==> config.mk <==
export PLATFORM = sky130hd
export DESIGN_NAME = rpsc_top
export DESIGN_NICKNAME = d
export VERILOG_FILES = /design/src/rtl/rpsc_pkg.sv /design/src/rtl/rpsc_sync.sv /design/src/rtl/rpsc_top.sv
export VERILOG_INCLUDE_DIRS = /design/src /design/src/rtl
export SDC_FILE = /design/constraint.sdc
export NUM_CORES = 1
export LEC_CHECK = 0
export ABC_AREA = 1
export BUFFER_PORTS_ARGS = -buffer_cell sky130_fd_sc_hd__buf_4
export CAP_MARGIN = 15
export CORE_ASPECT_RATIO = 0.75
export CORE_UTILIZATION = 35
export DETAILED_ROUTE_END_ITERATION = 7
export GPL_TIMING_DRIVEN = 0
export PLACE_DENSITY = 0.6
export SLEW_MARGIN = 20
export SYNTH_ARGS = -nofsm -noshare
export SYNTH_HDL_FRONTEND = slang
export SYNTH_SLANG_ARGS = --single-unit
==> constraint.sdc <==
create_clock -name mclk -period 3.4 [get_ports mclk]
set_clock_uncertainty 0.05 [all_clocks]
set_input_delay 0.17 -clock mclk [delete_from_list [all_inputs] [get_ports mclk]]
set_output_delay 0.17 -clock mclk [all_outputs]
set_load 0.03 [all_outputs]
==> src/rtl/rpsc_cfg.svh <==
// Purpose: Offsets, field positions, reset values and counts for the slot status and
//          root control block.
// Assumes: Byte addresses in the port's configuration space; 16-bit registers.
// Notes: Macro definitions only.
`ifndef RPSC_CFG_SVH
`define RPSC_CFG_SVH

`define RPSC_SLOT_FLAGS_OFS 8'hba
`define RPSC_ROOT_CTRL_OFS 8'hbc

`define RPSC_SF_ABP 0
`define RPSC_SF_PDC 3
`define RPSC_SF_CC 4
`define RPSC_SF_PDS 6

`define RPSC_RC_SECE 0
`define RPSC_RC_SENFE 1
`define RPSC_RC_SEFE 2
`define RPSC_RC_PMEIE 3

`define RPSC_SLOT_FLAGS_RST 16'h0000
`define RPSC_ROOT_CTRL_RST 4'h0

// Cycles after reset before pin edges count; must outlast the four-edge synchroniser fill,
// or a card already present at reset would log a false presence change
`define RPSC_ARM_CYCLES 3'h5

`endif

==> src/rtl/rpsc_pkg.sv <==
// Purpose: Carrier and state types for the slot status and root control block.
// Assumes: Constants live in rpsc_cfg.svh.
// Notes: Types only.
package rpsc_pkg;

  // Configuration access request, one cycle each
  typedef struct packed {
    logic rd;
    logic wr;
    logic [1:0] be;
    logic [7:0] addr;
    logic [15:0] wdata;
  } rpsc_cfg_req_type;

  // Error reports, one-cycle pulses
  typedef struct packed {
    logic fatal;
    logic nonfatal;
    logic corr;
  } rpsc_err_type;

  // Slot event enables held by the slot control register
  typedef struct packed {
    logic hp_en;
    logic cc_en;
    logic pdc_en;
    logic abp_en;
  } rpsc_slot_en_type;

  typedef struct packed {
    logic abp;
    logic pdc;
    logic cc;
    logic pds_prev;
    logic btn_prev;
    logic [2:0] arm_cnt;
    logic [3:0] root_ctl;
    logic pme_status;
    logic pme_pending;
    logic ien_prev;
    logic hp_int;
    logic pme_int;
    logic serr;
    logic [15:0] rdata;
    logic rvalid;
  } rpsc_top_state_type;

endpackage

==> src/rtl/rpsc_sync.sv <==
// Purpose: Three-stage pin synchroniser with agreement filter.
// Assumes: Inputs asynchronous to mclk.
// Notes: Output moves only when stages two and three agree.
module rpsc_sync #(
  parameter int W = 2
) (
  input wire logic mclk, // Core clock
  input wire logic rst_n, // Asynchronous reset, active low
  input wire logic [W-1:0] pin, // Raw pin levels
  output logic [W-1:0] lvl // Filtered levels
);

  typedef struct packed {
    logic [W-1:0] s1;
    logic [W-1:0] s2;
    logic [W-1:0] s3;
    logic [W-1:0] out;
  } rpsc_sync_state_type;

  rpsc_sync_state_type s_q, s_d;
  logic [W-1:0] agree;

  if (W < 1) begin : g_chk
    $error("rpsc_sync: W must be at least 1");
  end

  // First stage feeds only the second; a glitch that splits stages two and three is held off
  assign agree = s_q.s2 ~^ s_q.s3;
  always_comb begin
    s_d = s_q;
    s_d.s1 = pin;
    s_d.s2 = s_q.s1;
    s_d.s3 = s_q.s2;
    s_d.out = (agree & s_q.s3) | (~agree & s_q.out);
  end

  always_ff @(posedge mclk or negedge rst_n) begin
    if (!rst_n) begin
      s_q <= '0;
    end else begin
      s_q <= s_d;
    end
  end

  assign lvl = s_q.out;
endmodule

==> src/rtl/rpsc_top.sv <==
// Purpose: Slot event flags and root error and PME control for one root port.
// Assumes: Configuration accesses arrive as one-cycle requests on mclk; event inputs
//          other than the two pins are one-cycle pulses on mclk.
// Notes: Read data returns one cycle after the request; unmapped offsets read zero.
`include "rpsc_cfg.svh"

module rpsc_top #(
  parameter int ADDR_W = 8
) (
  input wire logic mclk, // Core clock, 100 MHz
  input wire logic rst_n, // Asynchronous reset, active low
  input rpsc_pkg::rpsc_cfg_req_type cfg_req, // Configuration access
  output logic [15:0] cfg_rdata, // Read data
  output logic cfg_rvalid, // Read data valid pulse
  input wire logic presence_pin, // Card present level, asynchronous
  input wire logic attn_button_pin, // Attention button, high while pressed
  input wire logic cmd_done, // Hot-plug command finished pulse
  input rpsc_pkg::rpsc_slot_en_type slot_en, // Slot event enables
  input wire logic pme_msg, // PME message received pulse
  input wire logic pme_status_clr, // Software writes 1 to PME status
  input rpsc_pkg::rpsc_err_type err_local, // Errors the port logs itself
  input rpsc_pkg::rpsc_err_type err_msg, // Error messages from the link
  output logic hp_int, // Hot-plug interrupt level
  output logic pme_int, // PME interrupt pulse
  output logic serr, // System error pulse
  output logic pme_status, // PME status flag
  output logic pme_pending // Another PME waiting
);

  rpsc_pkg::rpsc_top_state_type s_q, s_d;
  logic [1:0] pin_lvl;
  logic pds, btn, armed, wr_slot, wr_root, ien_rise, pme_set_evt;
  logic [7:0] clr;
  logic [2:0] err_any;

  if (ADDR_W != 8) begin : g_chk
    $error("rpsc_top: ADDR_W must be 8");
  end

  // Offset match used by write and read decode
  function automatic logic hit(input logic [7:0] a, input logic [7:0] ofs);
    hit = (a[7:1] == ofs[7:1]);
  endfunction

  rpsc_sync #(
    .W(2)
  ) u_sync (
    .mclk(mclk),
    .rst_n(rst_n),
    .pin({attn_button_pin, presence_pin}),
    .lvl(pin_lvl)
  );

  // Event and decode terms shared by the next-state logic and the checks
  assign pds = pin_lvl[0];
  assign btn = pin_lvl[1];
  assign armed = (s_q.arm_cnt == `RPSC_ARM_CYCLES);
  assign wr_slot = cfg_req.wr && cfg_req.be[0] && hit(cfg_req.addr, `RPSC_SLOT_FLAGS_OFS);
  assign wr_root = cfg_req.wr && cfg_req.be[0] && hit(cfg_req.addr, `RPSC_ROOT_CTRL_OFS);
  assign clr = wr_slot ? cfg_req.wdata[7:0] : 8'h00;
  assign ien_rise = s_q.root_ctl[`RPSC_RC_PMEIE] && !s_q.ien_prev;
  assign err_any = {err_local.fatal | err_msg.fatal, err_local.nonfatal | err_msg.nonfatal,
                    err_local.corr | err_msg.corr};
  // A new PME sets an idle flag; a clear with one waiting redelivers it at once
  assign pme_set_evt = (pme_msg && !s_q.pme_status) ||
                       (pme_status_clr && s_q.pme_status && (s_q.pme_pending || pme_msg));

  always_comb begin
    s_d = s_q;
    s_d.rvalid = 1'b0;
    // Ignore pin edges until the synchroniser holds real pin data
    if (!armed) begin
      s_d.arm_cnt = s_q.arm_cnt + 3'h1;
    end
    s_d.pds_prev = pds;
    s_d.btn_prev = btn;
    // Sticky flags: set term is OR-ed after the clear so an event is never lost
    s_d.cc = (s_q.cc && !clr[`RPSC_SF_CC]) || cmd_done;
    s_d.pdc = (s_q.pdc && !clr[`RPSC_SF_PDC]) || (armed && pds != s_q.pds_prev);
    s_d.abp = (s_q.abp && !clr[`RPSC_SF_ABP]) || (armed && btn && !s_q.btn_prev);
    // Only the four defined control bits are stored
    if (wr_root) begin
      s_d.root_ctl = cfg_req.wdata[3:0];
    end
    // PME status with one pending slot behind it
    if (pme_set_evt) begin
      s_d.pme_status = 1'b1;
      s_d.pme_pending = s_q.pme_status && s_q.pme_pending && pme_msg;
    end else if (pme_status_clr) begin
      s_d.pme_status = 1'b0;
    end else if (pme_msg && s_q.pme_status) begin
      s_d.pme_pending = 1'b1;
    end
    s_d.ien_prev = s_q.root_ctl[`RPSC_RC_PMEIE];
    s_d.pme_int = s_q.root_ctl[`RPSC_RC_PMEIE] &&
                  (pme_set_evt || (ien_rise && s_q.pme_status));
    // Command register enable is not consulted: these enables take precedence
    s_d.serr = |(s_q.root_ctl[2:0] & err_any);
    s_d.hp_int = slot_en.hp_en && ((s_d.cc && slot_en.cc_en) ||
                 (s_d.pdc && slot_en.pdc_en) || (s_d.abp && slot_en.abp_en));
    // Read mux; reserved bits and unmapped offsets return zero
    if (cfg_req.rd) begin
      s_d.rvalid = 1'b1;
      if (hit(cfg_req.addr, `RPSC_SLOT_FLAGS_OFS)) begin
        s_d.rdata = {9'h000, pds, 1'b0, s_q.cc, s_q.pdc, 2'h0, s_q.abp};
      end else if (hit(cfg_req.addr, `RPSC_ROOT_CTRL_OFS)) begin
        s_d.rdata = {12'h000, s_q.root_ctl};
      end else begin
        s_d.rdata = 16'h0000;
      end
    end
  end

  always_ff @(posedge mclk or negedge rst_n) begin
    if (!rst_n) begin
      s_q <= '0;
      s_q.root_ctl <= `RPSC_ROOT_CTRL_RST;
    end else begin
      s_q <= s_d;
    end
  end

  // All outputs straight from the state register
  assign cfg_rdata = s_q.rdata;
  assign cfg_rvalid = s_q.rvalid;
  assign hp_int = s_q.hp_int;
  assign pme_int = s_q.pme_int;
  assign serr = s_q.serr;
  assign pme_status = s_q.pme_status;
  assign pme_pending = s_q.pme_pending;
endmodule

* Word-level counts from Yosys, hierarchy flattened
Cells that the tools add are included.
** Cells by class
- $add $sub $neg :: 1
- Equal/unequal tests :: 5
- Multiplexer cells :: 8
- Bitwise gates (word level) :: 9
- Reductions and logical operators :: 40
** Operators with widths (number)
- logical AND 1 bit :: 22
- equality test 7 bit, second input constant :: 2
- logical OR 1 bit :: 8
- two-way mux 7 bit :: 1
- logical NOT 1 bit :: 6
- two-way mux 5 bit :: 1
- AND 2 bit :: 2
- two-way mux 1 bit :: 4
- two-way mux 4 bit :: 1
- nonzero test 2 bit :: 2
- adder 3 x 1 -> 3 bit, second input constant :: 1
- AND 3 bit :: 1
- equality test 3 bit, second input constant :: 1
- bitwise OR 1 bit :: 3
- OR reduction 3 bit :: 1
- two-way mux 2 bit :: 1
- != test 2 x 1 -> 1 bit, second input constant :: 1
- NOT 2 bit :: 1
- bitwise OR 2 bit :: 1
- AND reduction 2 bit :: 1
- bitwise XNOR 2 bit :: 1
- != test 1 bit :: 1
** Word-level totals
- Register bits :: 34
- Input port bits :: 45
- Output and inout port bits :: 22
- Word-level logic and storage cells :: 82

* Depth between registers and ports, before layout
Gate-level depths: netlist of run 1.
- Word-level depth :: 10
- Mapped depth :: 10
- Gate-level depth less buffers :: 10

* Cells and area by module
A second synthesis of run 1 with hierarchy kept.
** Unflattened totals
- Cells, all modules :: 144
- Area, all modules :: 1455.1 um^2
** Modules (own cells, without submodules)
- rpsc_top :: times used 1, cells each 126, area each 1207.4 um^2, seq. area each 625.6 um^2
- rpsc_sync :: times used 1, cells each 18, area each 247.7 um^2, seq. area each 200.2 um^2

* Worst setup path after synthesis of run 1
No wires, ideal clock.
- Path kind :: flip-flop to flip-flop
- From :: reg s_q[27] in the netlist's numbering
- To :: reg s_q (netlist bit hp_int)
- Library setup time :: 0.113 ns
- Arrival time :: 1.113 ns
- Data required time :: 3.237 ns
- Path slack :: 2.124 ns
- Stages on the path, launching flop included :: 10
- Buffers on the path :: 0
- Clock period less this slack :: 1.276 ns
- Path through :: dfrtp_1 ha_1 nand2_1 a21oi_1 o21ai_1 nand2_2 nand2_1 nand3_1 nand2_1 inv_1
** RTL lines
- start, declared :: line rpsc_top.sv:30 : rpsc_pkg::rpsc_top_state_type s_q, s_d;

==> results of run 1 <==
## final timing paths
check	start	endpoint	slack, ps
setup / recovery	s_q[27]$_DFFE_PN0P_	hp_int$_DFF_PN0_	2010
hold / removal	cfg_req[27]	cfg_rvalid$_DFF_PN0_	20
setup reg to reg	s_q[27]$_DFFE_PN0P_	hp_int$_DFF_PN0_	2010
hold reg to reg	u_sync.s_d[4]$_DFF_PN0_	u_sync.s_d[2]$_DFF_PN0_	300
max in group asynchronous	rst_n	s_q[28]$_DFFE_PN0P_	2690
min in group asynchronous	rst_n	cfg_rvalid$_DFF_PN0_	320
## power by group through the flow
| stage | combinational (mW) | clock, mW | sequential [mW] |
|---|---|---|---|
| final | 0.156 | 0.368 | 0.432 |
| after global routing | 0.169 | 0.396 | 0.435 |
| after CTS | 0.158 | 0.378 | 0.433 |
| after detailed placement | 0.154 | 0 | 0.440 |
| after global placement | 0.152 | 0 | 0.439 |
| after floorplan | 0.0659 | 0 | 0.460 |
## state kept, by name, indices dropped and copies added (netlist names), named ones only
name and cells:
cfg_rvalid 1, hp_int 1, s_q 12, s_d 1, serr 1, pme_status 1
cfg_rdata 6, u_sync.s_d 4, pme_int 1, pme_pending 1, u_sync.s_q 2
## cell usage in the layout (no fill, tap or decap), drive strengths merged
master / Yosys / final
ha: 2 / 2
nand4: 3 / 3
xor2: 1 / 1
nand3: 6 / 6
nor3: 1 / 1
dlygate4sd3: 0 / 3
a31oi: 3 / 3
inv: 12 / 12
bufinv: 0 / 1
conb: 1 / 10
o31ai: 2 / 2
nor2: 7 / 7
or2: 1 / 1
o21ai: 12 / 12
mux2: 1 / 1
buf: 16 / 59
xnor2: 1 / 1
nand2: 28 / 28
dfrtp: 33 / 33
clkbuf: 0 / 7
a21oi: 4 / 4
maj3: 2 / 2
## per-stage QoR
stage	power [mW]	instance area (um2)
after floorplan	0.525	1470
after global placement	0.590	1860
after detailed placement	0.594	1860
after CTS	0.969	2000
after global routing	1.00	2000
final	0.957	2000
## worst register-to-register path, stage by stage (launching register included)
cell	delay, ps
dfrtp_1	410
ha_1	210
nand2_1	170
a21oi_1	60
o21ai_1	100
nand2_2	70
nand2_1	60
nand3_1	70
nand2_1	60
inv_1	30
## cell families after synthesis
group | synth area share, %
simple gates | 17.7
flops | 57.5
buf+inv | 11.5
compound gates | 7.93
fa+ha+maj | 3.14
xor+xnor | 1.22
other cells | 0.261
mux | 0.784
## metal layers
metal / share of wire (%) / global-route usage, % / vias up
met5: 0 / 0 / -
met4: 0.80 / 6.04 / 0
met3: 7.4 / 5.60 / 4
met2: 50 / 23.0 / 37
met1: 42 / 14.1 / 493
li1: - / - / 542
## final cells by class
cell class / instances / area [um2]
repair buffers: 46 / 353
clock buffers: 7 / 86.3
fillers: 356 / 1780
well taps: 52 / 65.1
inverters: 12 / 45.0
plain buffers: 16 / 120
multi-input cells: 84 / 479
flip-flops and latches: 33 / 826
clock inverters: 1 / 30.0
==> reports/qor.csv, run 1 <==
stage;metric;value;unit
critical_path;most numerous cell on the critical path;nand2_1;
floorplanning;standard-cell row count;19;
hold_path;Hold/Removal Path Class;in2reg;
route;1st-pass router iterations;4;
layout;area delta synth->final;39.5;%
place;HPWL Detailed;2060;um
logic_synthesis;syn_area_per_cell;10.6;um2
global_routing;initial antenna violation count;0;
logic_synthesis;area leader, netlist;dfrtp_1;
floorplanning;Core Box Area;3780;um2
route;DR WL/cell;10.5;um
sta;Hold Fails Final Rpt;0;
job;max-capacitance violation count;0;
power;net switching power;0.233;mW
power;Clock Power Share;38.5;%
logic_synthesis;Post-Syn Area;1440;um2
power;leak pwr;1.03;nW
sta;WHS;18.1;ps
power;Internal;0.724;mW
critical_path;Crit. End Element;register;
layout;post-layout util;53.0;%
cts;H-tree depth;2;
sta;setup_tns;0;ps
critical_path;worst-path maximum fanout;6;
power;Sw Share;24.3;%
critical_path;critical-path cell with the highest stage delay;dfrtp_1;
critical_path;CP max stage delay;410;ps
route;post-route ant nets;0;
sta;period utilization;40.8;%
power;pwr/cell area;477;nW/um2
layout;antenna cell count;0;
global_routing;total global-route track usage;13.2;%
floorplanning;Die ar.;4370;um2
logic_synthesis;share of synthesized registers carrying an async set or reset;100;%
cts;Skew-Pair Late Insertion Delay;280;ps
global_routing;vias in the first global route;1063;
cts;Post-CTS Hold Fix Bufs;3;
sta;Tmin final;1390;ps
hold_path;Hold Path Stages;1;
critical_path;critical path cell sequence;ha_1, nand2_1, a21oi_1, o21ai_1, nand2_2, nand2_1, nand3_1, nand2_1, inv_1;
critical_path;Critical Path Stages;9;
critical_path;Worst Path Required;3530;ps
floorplanning;height of the die;57.5;um
place;pre-CTS worst setup slack;2000;ps
sta;timing-limited maximum frequency;0.722;GHz
critical_path;CP Buf/Inv Count;1;
power;sequential fraction of design power;45.2;%
place;IO Port Bufs;43;
run_status;status;completed;
cts;clock transition at the registers of the reported paths;60;ps
cts;Max Buffers Root-to-Sink;2;
logic_synthesis;Ys Warns;0;
critical_path;R2R cell count;9;
cts;clock tree from TritonCTS;done;
critical_path;startpoint types;register;
sta;RSZ-0062 raised after global routing;false;
logic_synthesis;register area share after synthesis;57.5;%
route;vias per cell;4.29;
logic_synthesis;Syn Inst Count;136;
floorplanning;Initial Util;38.0;%
critical_path;CP Class;reg2reg;
cts;clock sink count;33;
logic_synthesis;Distinct cells, synth;25;
place;routability cong.;0.758;
power;Max IR drop VDD;276;uV
cts;Post-CTS Setup Bufs;0;
power;combinational power share;16.4;%
logic_synthesis;number of flops mapped to enable cells by yosys;0;
logic_synthesis;dominant cells by area after synthesis;dfrtp_1 57%, buf_4 8.4%, nand2_1 5.7%;
route;final wirelength;2640;um
global_routing;largest net degree at the start of global routing;34;
sta;Final Slew Violations;0;
layout;final std cells w/o fill;251;
route;DR iter-0 viols;56;
layout;share of cells above drive strength 1;39.2;%
floorplanning;Chip Width;76.0;um
place;DP Cell Count;240;
sta;setup ws final;2010;ps
cts;Resize count post-CTS;0;
global_routing;GR Overflow Total;0;
cts;CTS Buf Count;5;
logic_synthesis;post-synth top area share;57.5;%
floorplanning;Top Ports;67;
route;via count;1076;
logic_synthesis;most common cell in the netlist;dfrtp_1;
critical_path;Crit path max-delay family;simple AND/OR/NAND/NOR gates;
route;DRC;0;
logic_synthesis;Synth top cells by count;33 x dfrtp_1, 22 x nand2_1, 16 x buf_4;
sta;Final Setup Violations;0;
logic_synthesis;#FFs+latches synth;33;
layout;Final #Nets;245;
logic_synthesis;Synth Flop Type;dfrtp_1;
critical_path;Crit path arrival time;1510;ps
global_routing;first-pass GRT wire length;4370;um
cts;CTS root buffer;clkbuf_8;
(Power assumes the default switching activity.)
==> inputs of run 2 (changes only) <==
- clock period: 3.4 -> 1.4 ns (I/O delays scaled with it)
==> run 2 against run 1 <==
  * Sequential share of layout area shrank 2.4 points
  * Combinational power grew to 2.6 times the previous value
  * Utilization grew 3.3 points
  * Worst setup slack lost 1900 ps
  * Global-route usage grew 0.92 points
  * Via count grew 3.9%
  * First-iteration DRC count shrank 11%
  * Clock power grew 140%
  * Die area is the same
  * Final cell count grew 4.8%
  * Largest power group unchanged
  * Non-clock buffer count grew 12
==> reports/qor.csv, run 2 (synthesis results as in run 1) <==
stage;metric;value;unit
run_status;status;completed;
layout;share of cells above drive strength 1;39.3;%
power;net switching power;0.574;mW
layout;max reg flops;12;
global_routing;GR Overflow Total;0;
layout;filler cell count in the final layout;340;
layout;Final #Nets;257;
power;sequential fraction of design power;44.7;%
floorplanning;Die ar.;4370;um2
hold_path;hold path startpoint;err_local[0];
layout;area delta synth->final;48.2;%
floorplanning;height of the die;57.5;um
power;Internal;1.78;mW
cts;H-tree depth;2;
cts;Skew-Pair Late Insertion Delay;270;ps
cts;CTS Buf Count;5;
power;Clock Power Share;38.0;%
sta;timing-limited maximum frequency;0.783;GHz
floorplanning;Top Ports;67;
critical_path;critical-path cell with the highest stage delay;dfrtp_1;
power;combinational power share;17.3;%
global_routing;total global-route track usage;14.1;%
layout;antenna cell count;0;
floorplanning;Core Box Area;3780;um2
floorplanning;standard-cell row count;19;
sta;Hold Fails Final Rpt;0;
route;DRC;0;
job;max-capacitance violation count;0;
sta;RSZ-0062 raised after global routing;false;
hold_path;Hold/Removal Path Class;in2reg;
floorplanning;Chip Width;76.0;um
route;final wirelength;2880;um
place;routability cong.;0.758;
critical_path;CP Class;reg2reg;
power;Sw Share;24.4;%
cts;clock tree from TritonCTS;done;
power;leak pwr;1.08;nW
place;IO Port Bufs;43;
cts;Max Buffers Root-to-Sink;2;
route;DR WL/cell;11.0;um
cts;clock sink count;33;
sta;Tmin final;1280;ps
route;DR iter-0 viols;50;
place;HPWL Detailed;2060;um
global_routing;initial antenna violation count;0;
cts;CTS root buffer;clkbuf_8;
sta;Final Slew Violations;0;
global_routing;first-pass GRT wire length;4670;um
layout;most flop-heavy register;s_q;
critical_path;Worst Setup SP;s_q[28]$_DFFE_PN0P_;
critical_path;CP max stage delay;390;ps
sta;setup_tns;0;ps
cts;clock transition at the registers of the reported paths;60;ps
global_routing;vias in the first global route;1107;
power;Overall Power;2.35;mW
sta;period utilization;91.2;%
route;via count;1118;
critical_path;Worst Path Required;1570;ps
route;1st-pass router iterations;4;
sta;Final Setup Violations;0;
floorplanning;Initial Util;38.0;%
critical_path;worst reg2reg startpoint;s_q[28]$_DFFE_PN0P_;
power;Max IR drop VDD;700;uV
global_routing;largest net degree at the start of global routing;34;
route;vias per cell;4.25;
layout;most common cell after layout, fill and taps aside;buf_4;
layout;most frequent cells in the layout;61 x buf_4, 33 x dfrtp_1, 21 x nand2_1;
critical_path;startpoint types;register;
power;pwr/cell area;1100;nW/um2
layout;footprint of the multi-input gates;488;um2
critical_path;Crit. End Element;register;
critical_path;worst-path maximum fanout;4;
critical_path;Crit path arrival time;1450;ps
route;post-route ant nets;0;
layout;register area;826;um2
critical_path;critical path cell sequence;inv_1, ha_2, nand2_2, a21oi_2, o21ai_1, nand2_2, nand2_1, nand3_1, nand2_1, inv_1;
[run 2: changes by cell type in the layout (fill, tap and decap cells not counted)]
cell,change
dlygate4sd3_1,+10
buf_4,+2
a21oi_1,-1
a21oi_2,+1
ha_1,-1
ha_2,+1
nand2_1,-1
nand2_2,+1
[run 2: area by class of cell]
cell class                      instances  share of cell area (%)
Clock buffer                            7                    4.06
Tap cell                               52                    3.06
Timing Repair Buffer                   58                    22.0
Sequential cell                        33                    38.8
Clock inverter                          1                    1.41
Buffer                                 16                    5.64
Multi-Input combinational cell         84                    22.9
Inverter                               12                    2.12
[run 2: stage by stage]
step	std cells	cell area, um2	utilization [%]	worst slack, ps	hold slack, ps
final	263	2130	56.3	123	8.56
after global routing	263	2130	56.3	22.6	12.1
after CTS	261	2110	55.7	44.7	7.99
after detailed placement	240	1860	49.2	-0.683	-20.2
after global placement	240	1860	49.2	16.5	-24.8
after floorplan	145	1470	-	124	-276
[run 2: power groups by stage]
stage / combinational [mW] / clock, mW / sequential [mW]
after floorplan: 0.160 / 0 / 1.12
after global placement: 0.368 / 0 / 1.07
after detailed placement: 0.375 / 0 / 1.07
after global routing: 0.437 / 0.962 / 1.06
final: 0.406 / 0.894 / 1.05
after CTS: 0.407 / 0.918 / 1.05
[run 2: path summary, 6_finish.rpt]
kind	endpoint	cells past startpoint	slack [ps]
max in group asynchronous	s_q[28]$_DFFE_PN0P_	2	780
worst max-delay path	hp_int$_DFF_PN0_	10	120
worst max register to register	hp_int$_DFF_PN0_	10	120
min in group asynchronous	cfg_rvalid$_DFF_PN0_	2	230
worst min register to register	u_sync.s_d[2]$_DFF_PN0_	0	300
worst min-delay path	serr$_DFF_PN0_	3	9
[run 2: metal layers]
layer	share of wire [%]	global-route usage (%)
met5	0	0
met3	6.1	5.60
met1	42	14.8
met4	1.3	5.77
met2	51	25.6
[run 2: what timing repair did]
| item | CTS | global route |
|---|---|---|
| resized for setup | 1 | 2 |
| pin swaps | 0 | 1 |
| setup buffers | 0 | 2 |
| endpoints found under the setup margin | 1 | 1 |
| hold buffers | 13 | 0 |
| hold endpoints to repair | 44 | 0 |
[run 2: critical path: cells and delay by family, from the launching register on]
kind | cells | cell delay (ps)
compound gates | 2 | 180
flops | 1 | 390
buf+inv | 2 | 110
simple gates | 5 | 320
fa+ha+maj | 1 | 170
==> inputs of run 3 (changes only) <==
- PLACE_DENSITY: 0.6 -> 0.62
- clock period: 1.4 -> 1.1 ns (I/O delays scaled with it)
==> run 3 against run 2 <==
  * The flow now finishes with violations (negative setup slack)
  * Utilization is 2.9 points higher
  * Flip-flop and latch count stayed put
  * Final cell count is 3.8% higher
  * Register-to-register slack worse by 260 ps
  * Hold slack better by 9.5 ps
  * Critical path type unchanged
  * Sequential share of layout area is 1.8 points lower
  * Global-route usage is 1.5 points higher
==> reports/qor.csv, run 3 (synthesis results as in run 1) <==
stage;metric;value;unit
run_status;status;complete, but fails checks;
run_status;violated checks;negative setup slack;
cts;clock sink count;33;
global_routing;first-pass GRT wire length;5100;um
hold_path;Hold/Removal Path Class;in2reg;
layout;most common cell after layout, fill and taps aside;buf_4;
route;DRC;0;
place;HPWL Detailed;2190;um
sta;Final Slew Violations;0;
critical_path;startpoint types;register;
global_routing;largest net degree at the start of global routing;34;
job;max-capacitance violation count;0;
sta;timing-limited maximum frequency;0.806;GHz
layout;most frequent cells in the layout;64 x buf_4, 31 x dfrtp_1, 20 x nand2_1;
power;Sw Share;28.6;%
route;post-route ant nets;0;
global_routing;vias in the first global route;1178;
layout;most flop-heavy register;s_q;
global_routing;initial antenna violation count;0;
cts;CTS Buf Count;5;
critical_path;CP Class;reg2reg;
critical_path;worst-path maximum fanout;4;
cts;Max Buffers Root-to-Sink;2;
sta;Tmin final;1240;ps
sta;Final Setup Violations;5;
cts;clock transition at the registers of the reported paths;70;ps
place;routability cong.;0.748;
route;via count;1171;
cts;H-tree depth;2;
route;DR iter-0 viols;45;
power;Clock Power Share;31.5;%
floorplanning;Die ar.;4370;um2
cts;CTS root buffer;clkbuf_8;
layout;area delta synth->final;55.9;%
critical_path;Worst Path Required;1280;ps
power;sequential fraction of design power;48.5;%
floorplanning;standard-cell row count;19;
route;vias per cell;4.29;
floorplanning;Core Box Area;3780;um2
place;IO Port Bufs;43;
route;1st-pass router iterations;4;
layout;filler cell count in the final layout;329;
critical_path;Crit path arrival time;1420;ps
floorplanning;Top Ports;67;
sta;WHS;18.1;ps
global_routing;GR Overflow Total;0;
sta;setup ws final;-140;ps
layout;antenna cell count;0;
cts;clock tree from TritonCTS;done;
floorplanning;Initial Util;38.0;%
sta;RSZ-0062 raised after global routing;true;
layout;max reg flops;12;
layout;Final #Nets;267;
sta;setup_tns;-458;ps
critical_path;Crit. End Element;register;
route;DR WL/cell;11.6;um
global_routing;total global-route track usage;15.6;%
sta;period utilization;113;%
route;final wirelength;3160;um
power;combinational power share;20.0;%
power;Internal;1.99;mW
power;Max IR drop VDD;993;uV
sta;Hold Fails Final Rpt;0;
layout;share of cells above drive strength 1;45.7;%
cts;Skew-Pair Late Insertion Delay;280;ps
floorplanning;Chip Width;76.0;um
power;pwr/cell area;1240;nW/um2
floorplanning;height of the die;57.5;um
power;leak pwr;1.12;nW
power;net switching power;0.794;mW
## run 3: cell types whose count changed in the layout (fill, tap and decap cells not counted), sizes merged
cell,change
clkbuf,-2
clkinvlp,+1
clkinv,+2
dlygate4sd3,+5
buf,+5
bufinv,-1
## run 3: cell type report
| cell class | count | area, um2 | share of cell area (%) |
|---|---|---|---|
| flip-flops and latches | 33 | 828 | 37.0 |
| well taps | 52 | 65.1 | 2.91 |
| repair buffers | 68 | 563 | 25.1 |
| multi-input cells | 84 | 532 | 23.7 |
| inverters | 12 | 45.0 | 2.01 |
| clock buffers | 5 | 68.8 | 3.07 |
| plain buffers | 16 | 120 | 5.36 |
| clock inverters | 3 | 17.5 | 0.782 |
## run 3: metal layers
layer / wire (um) / share of wire [%] / vias up / GRT usage [%]
li1: - / - / 583 / -
met1: 1310 / 41 / 541 / 16.9
met2: 1620 / 51 / 38 / 27.7
met3: 162 / 5.1 / 9 / 5.12
met4: 71 / 2.2 / 0 / 8.24
met5: 0 / 0 / - / 0
## run 3: path summary, 6_finish.rpt
kind,start,to,slack [ps],cells after the start
min reg2reg,u_sync.s_d[4]$_DFF_PN0_,u_sync.s_d[2]$_DFF_PN0_,310,0
max,s_q[28]$_DFFE_PN0P_,hp_int$_DFF_PN0_,-140,10
min,slot_en[1],hp_int$_DFF_PN0_,20,5
min in group asynchronous,rst_n,pme_int$_DFF_PN0_,200,2
max in group asynchronous,rst_n,pme_status$_DFFE_PN0P_,480,2
max reg2reg,s_q[28]$_DFFE_PN0P_,hp_int$_DFF_PN0_,-140,10
## run 3: metrics by stage
stage	instances	cell area (um2)	power, mW	setup slack [ps]	util, %
final	273	2240	2.78	-140	59.3
after global routing	273	2240	2.90	-195	59.3
after CTS	269	2170	2.79	-152	57.5
after detailed placement	240	1870	1.85	-220	49.4
after global placement	240	1870	1.83	-187	49.4
after floorplan	145	1480	1.63	-110	-
## run 3: timing repair
item,4_1_cts,5_1_grt
pin swaps,5,5
hold buffers,18,0
hold endpoints to repair,47,0
setup buffers,3,4
cloned,0,0
setup endpoints to repair,2,9
gates resized for setup,5,10
## run 3: critical path, stage by stage (launching register included)
cell	delay [ps]
dfrtp_1	380
inv_1	60
ha_2	180
nand2_4	60
a21oi_2	90
o21ai_1	80
nand2_2	70
nand2_2	50
nand3_2	50
nand2_1	40
inv_1	50
## run 3: power groups by stage
stage / registers (mW) / clock network, mW / logic [mW]
after global routing: 1.36 / 0.949 / 0.598
final: 1.35 / 0.877 / 0.555
after global placement: 1.36 / 0 / 0.470
after CTS: 1.35 / 0.903 / 0.539
after detailed placement: 1.37 / 0 / 0.481
after floorplan: 1.43 / 0 / 0.206
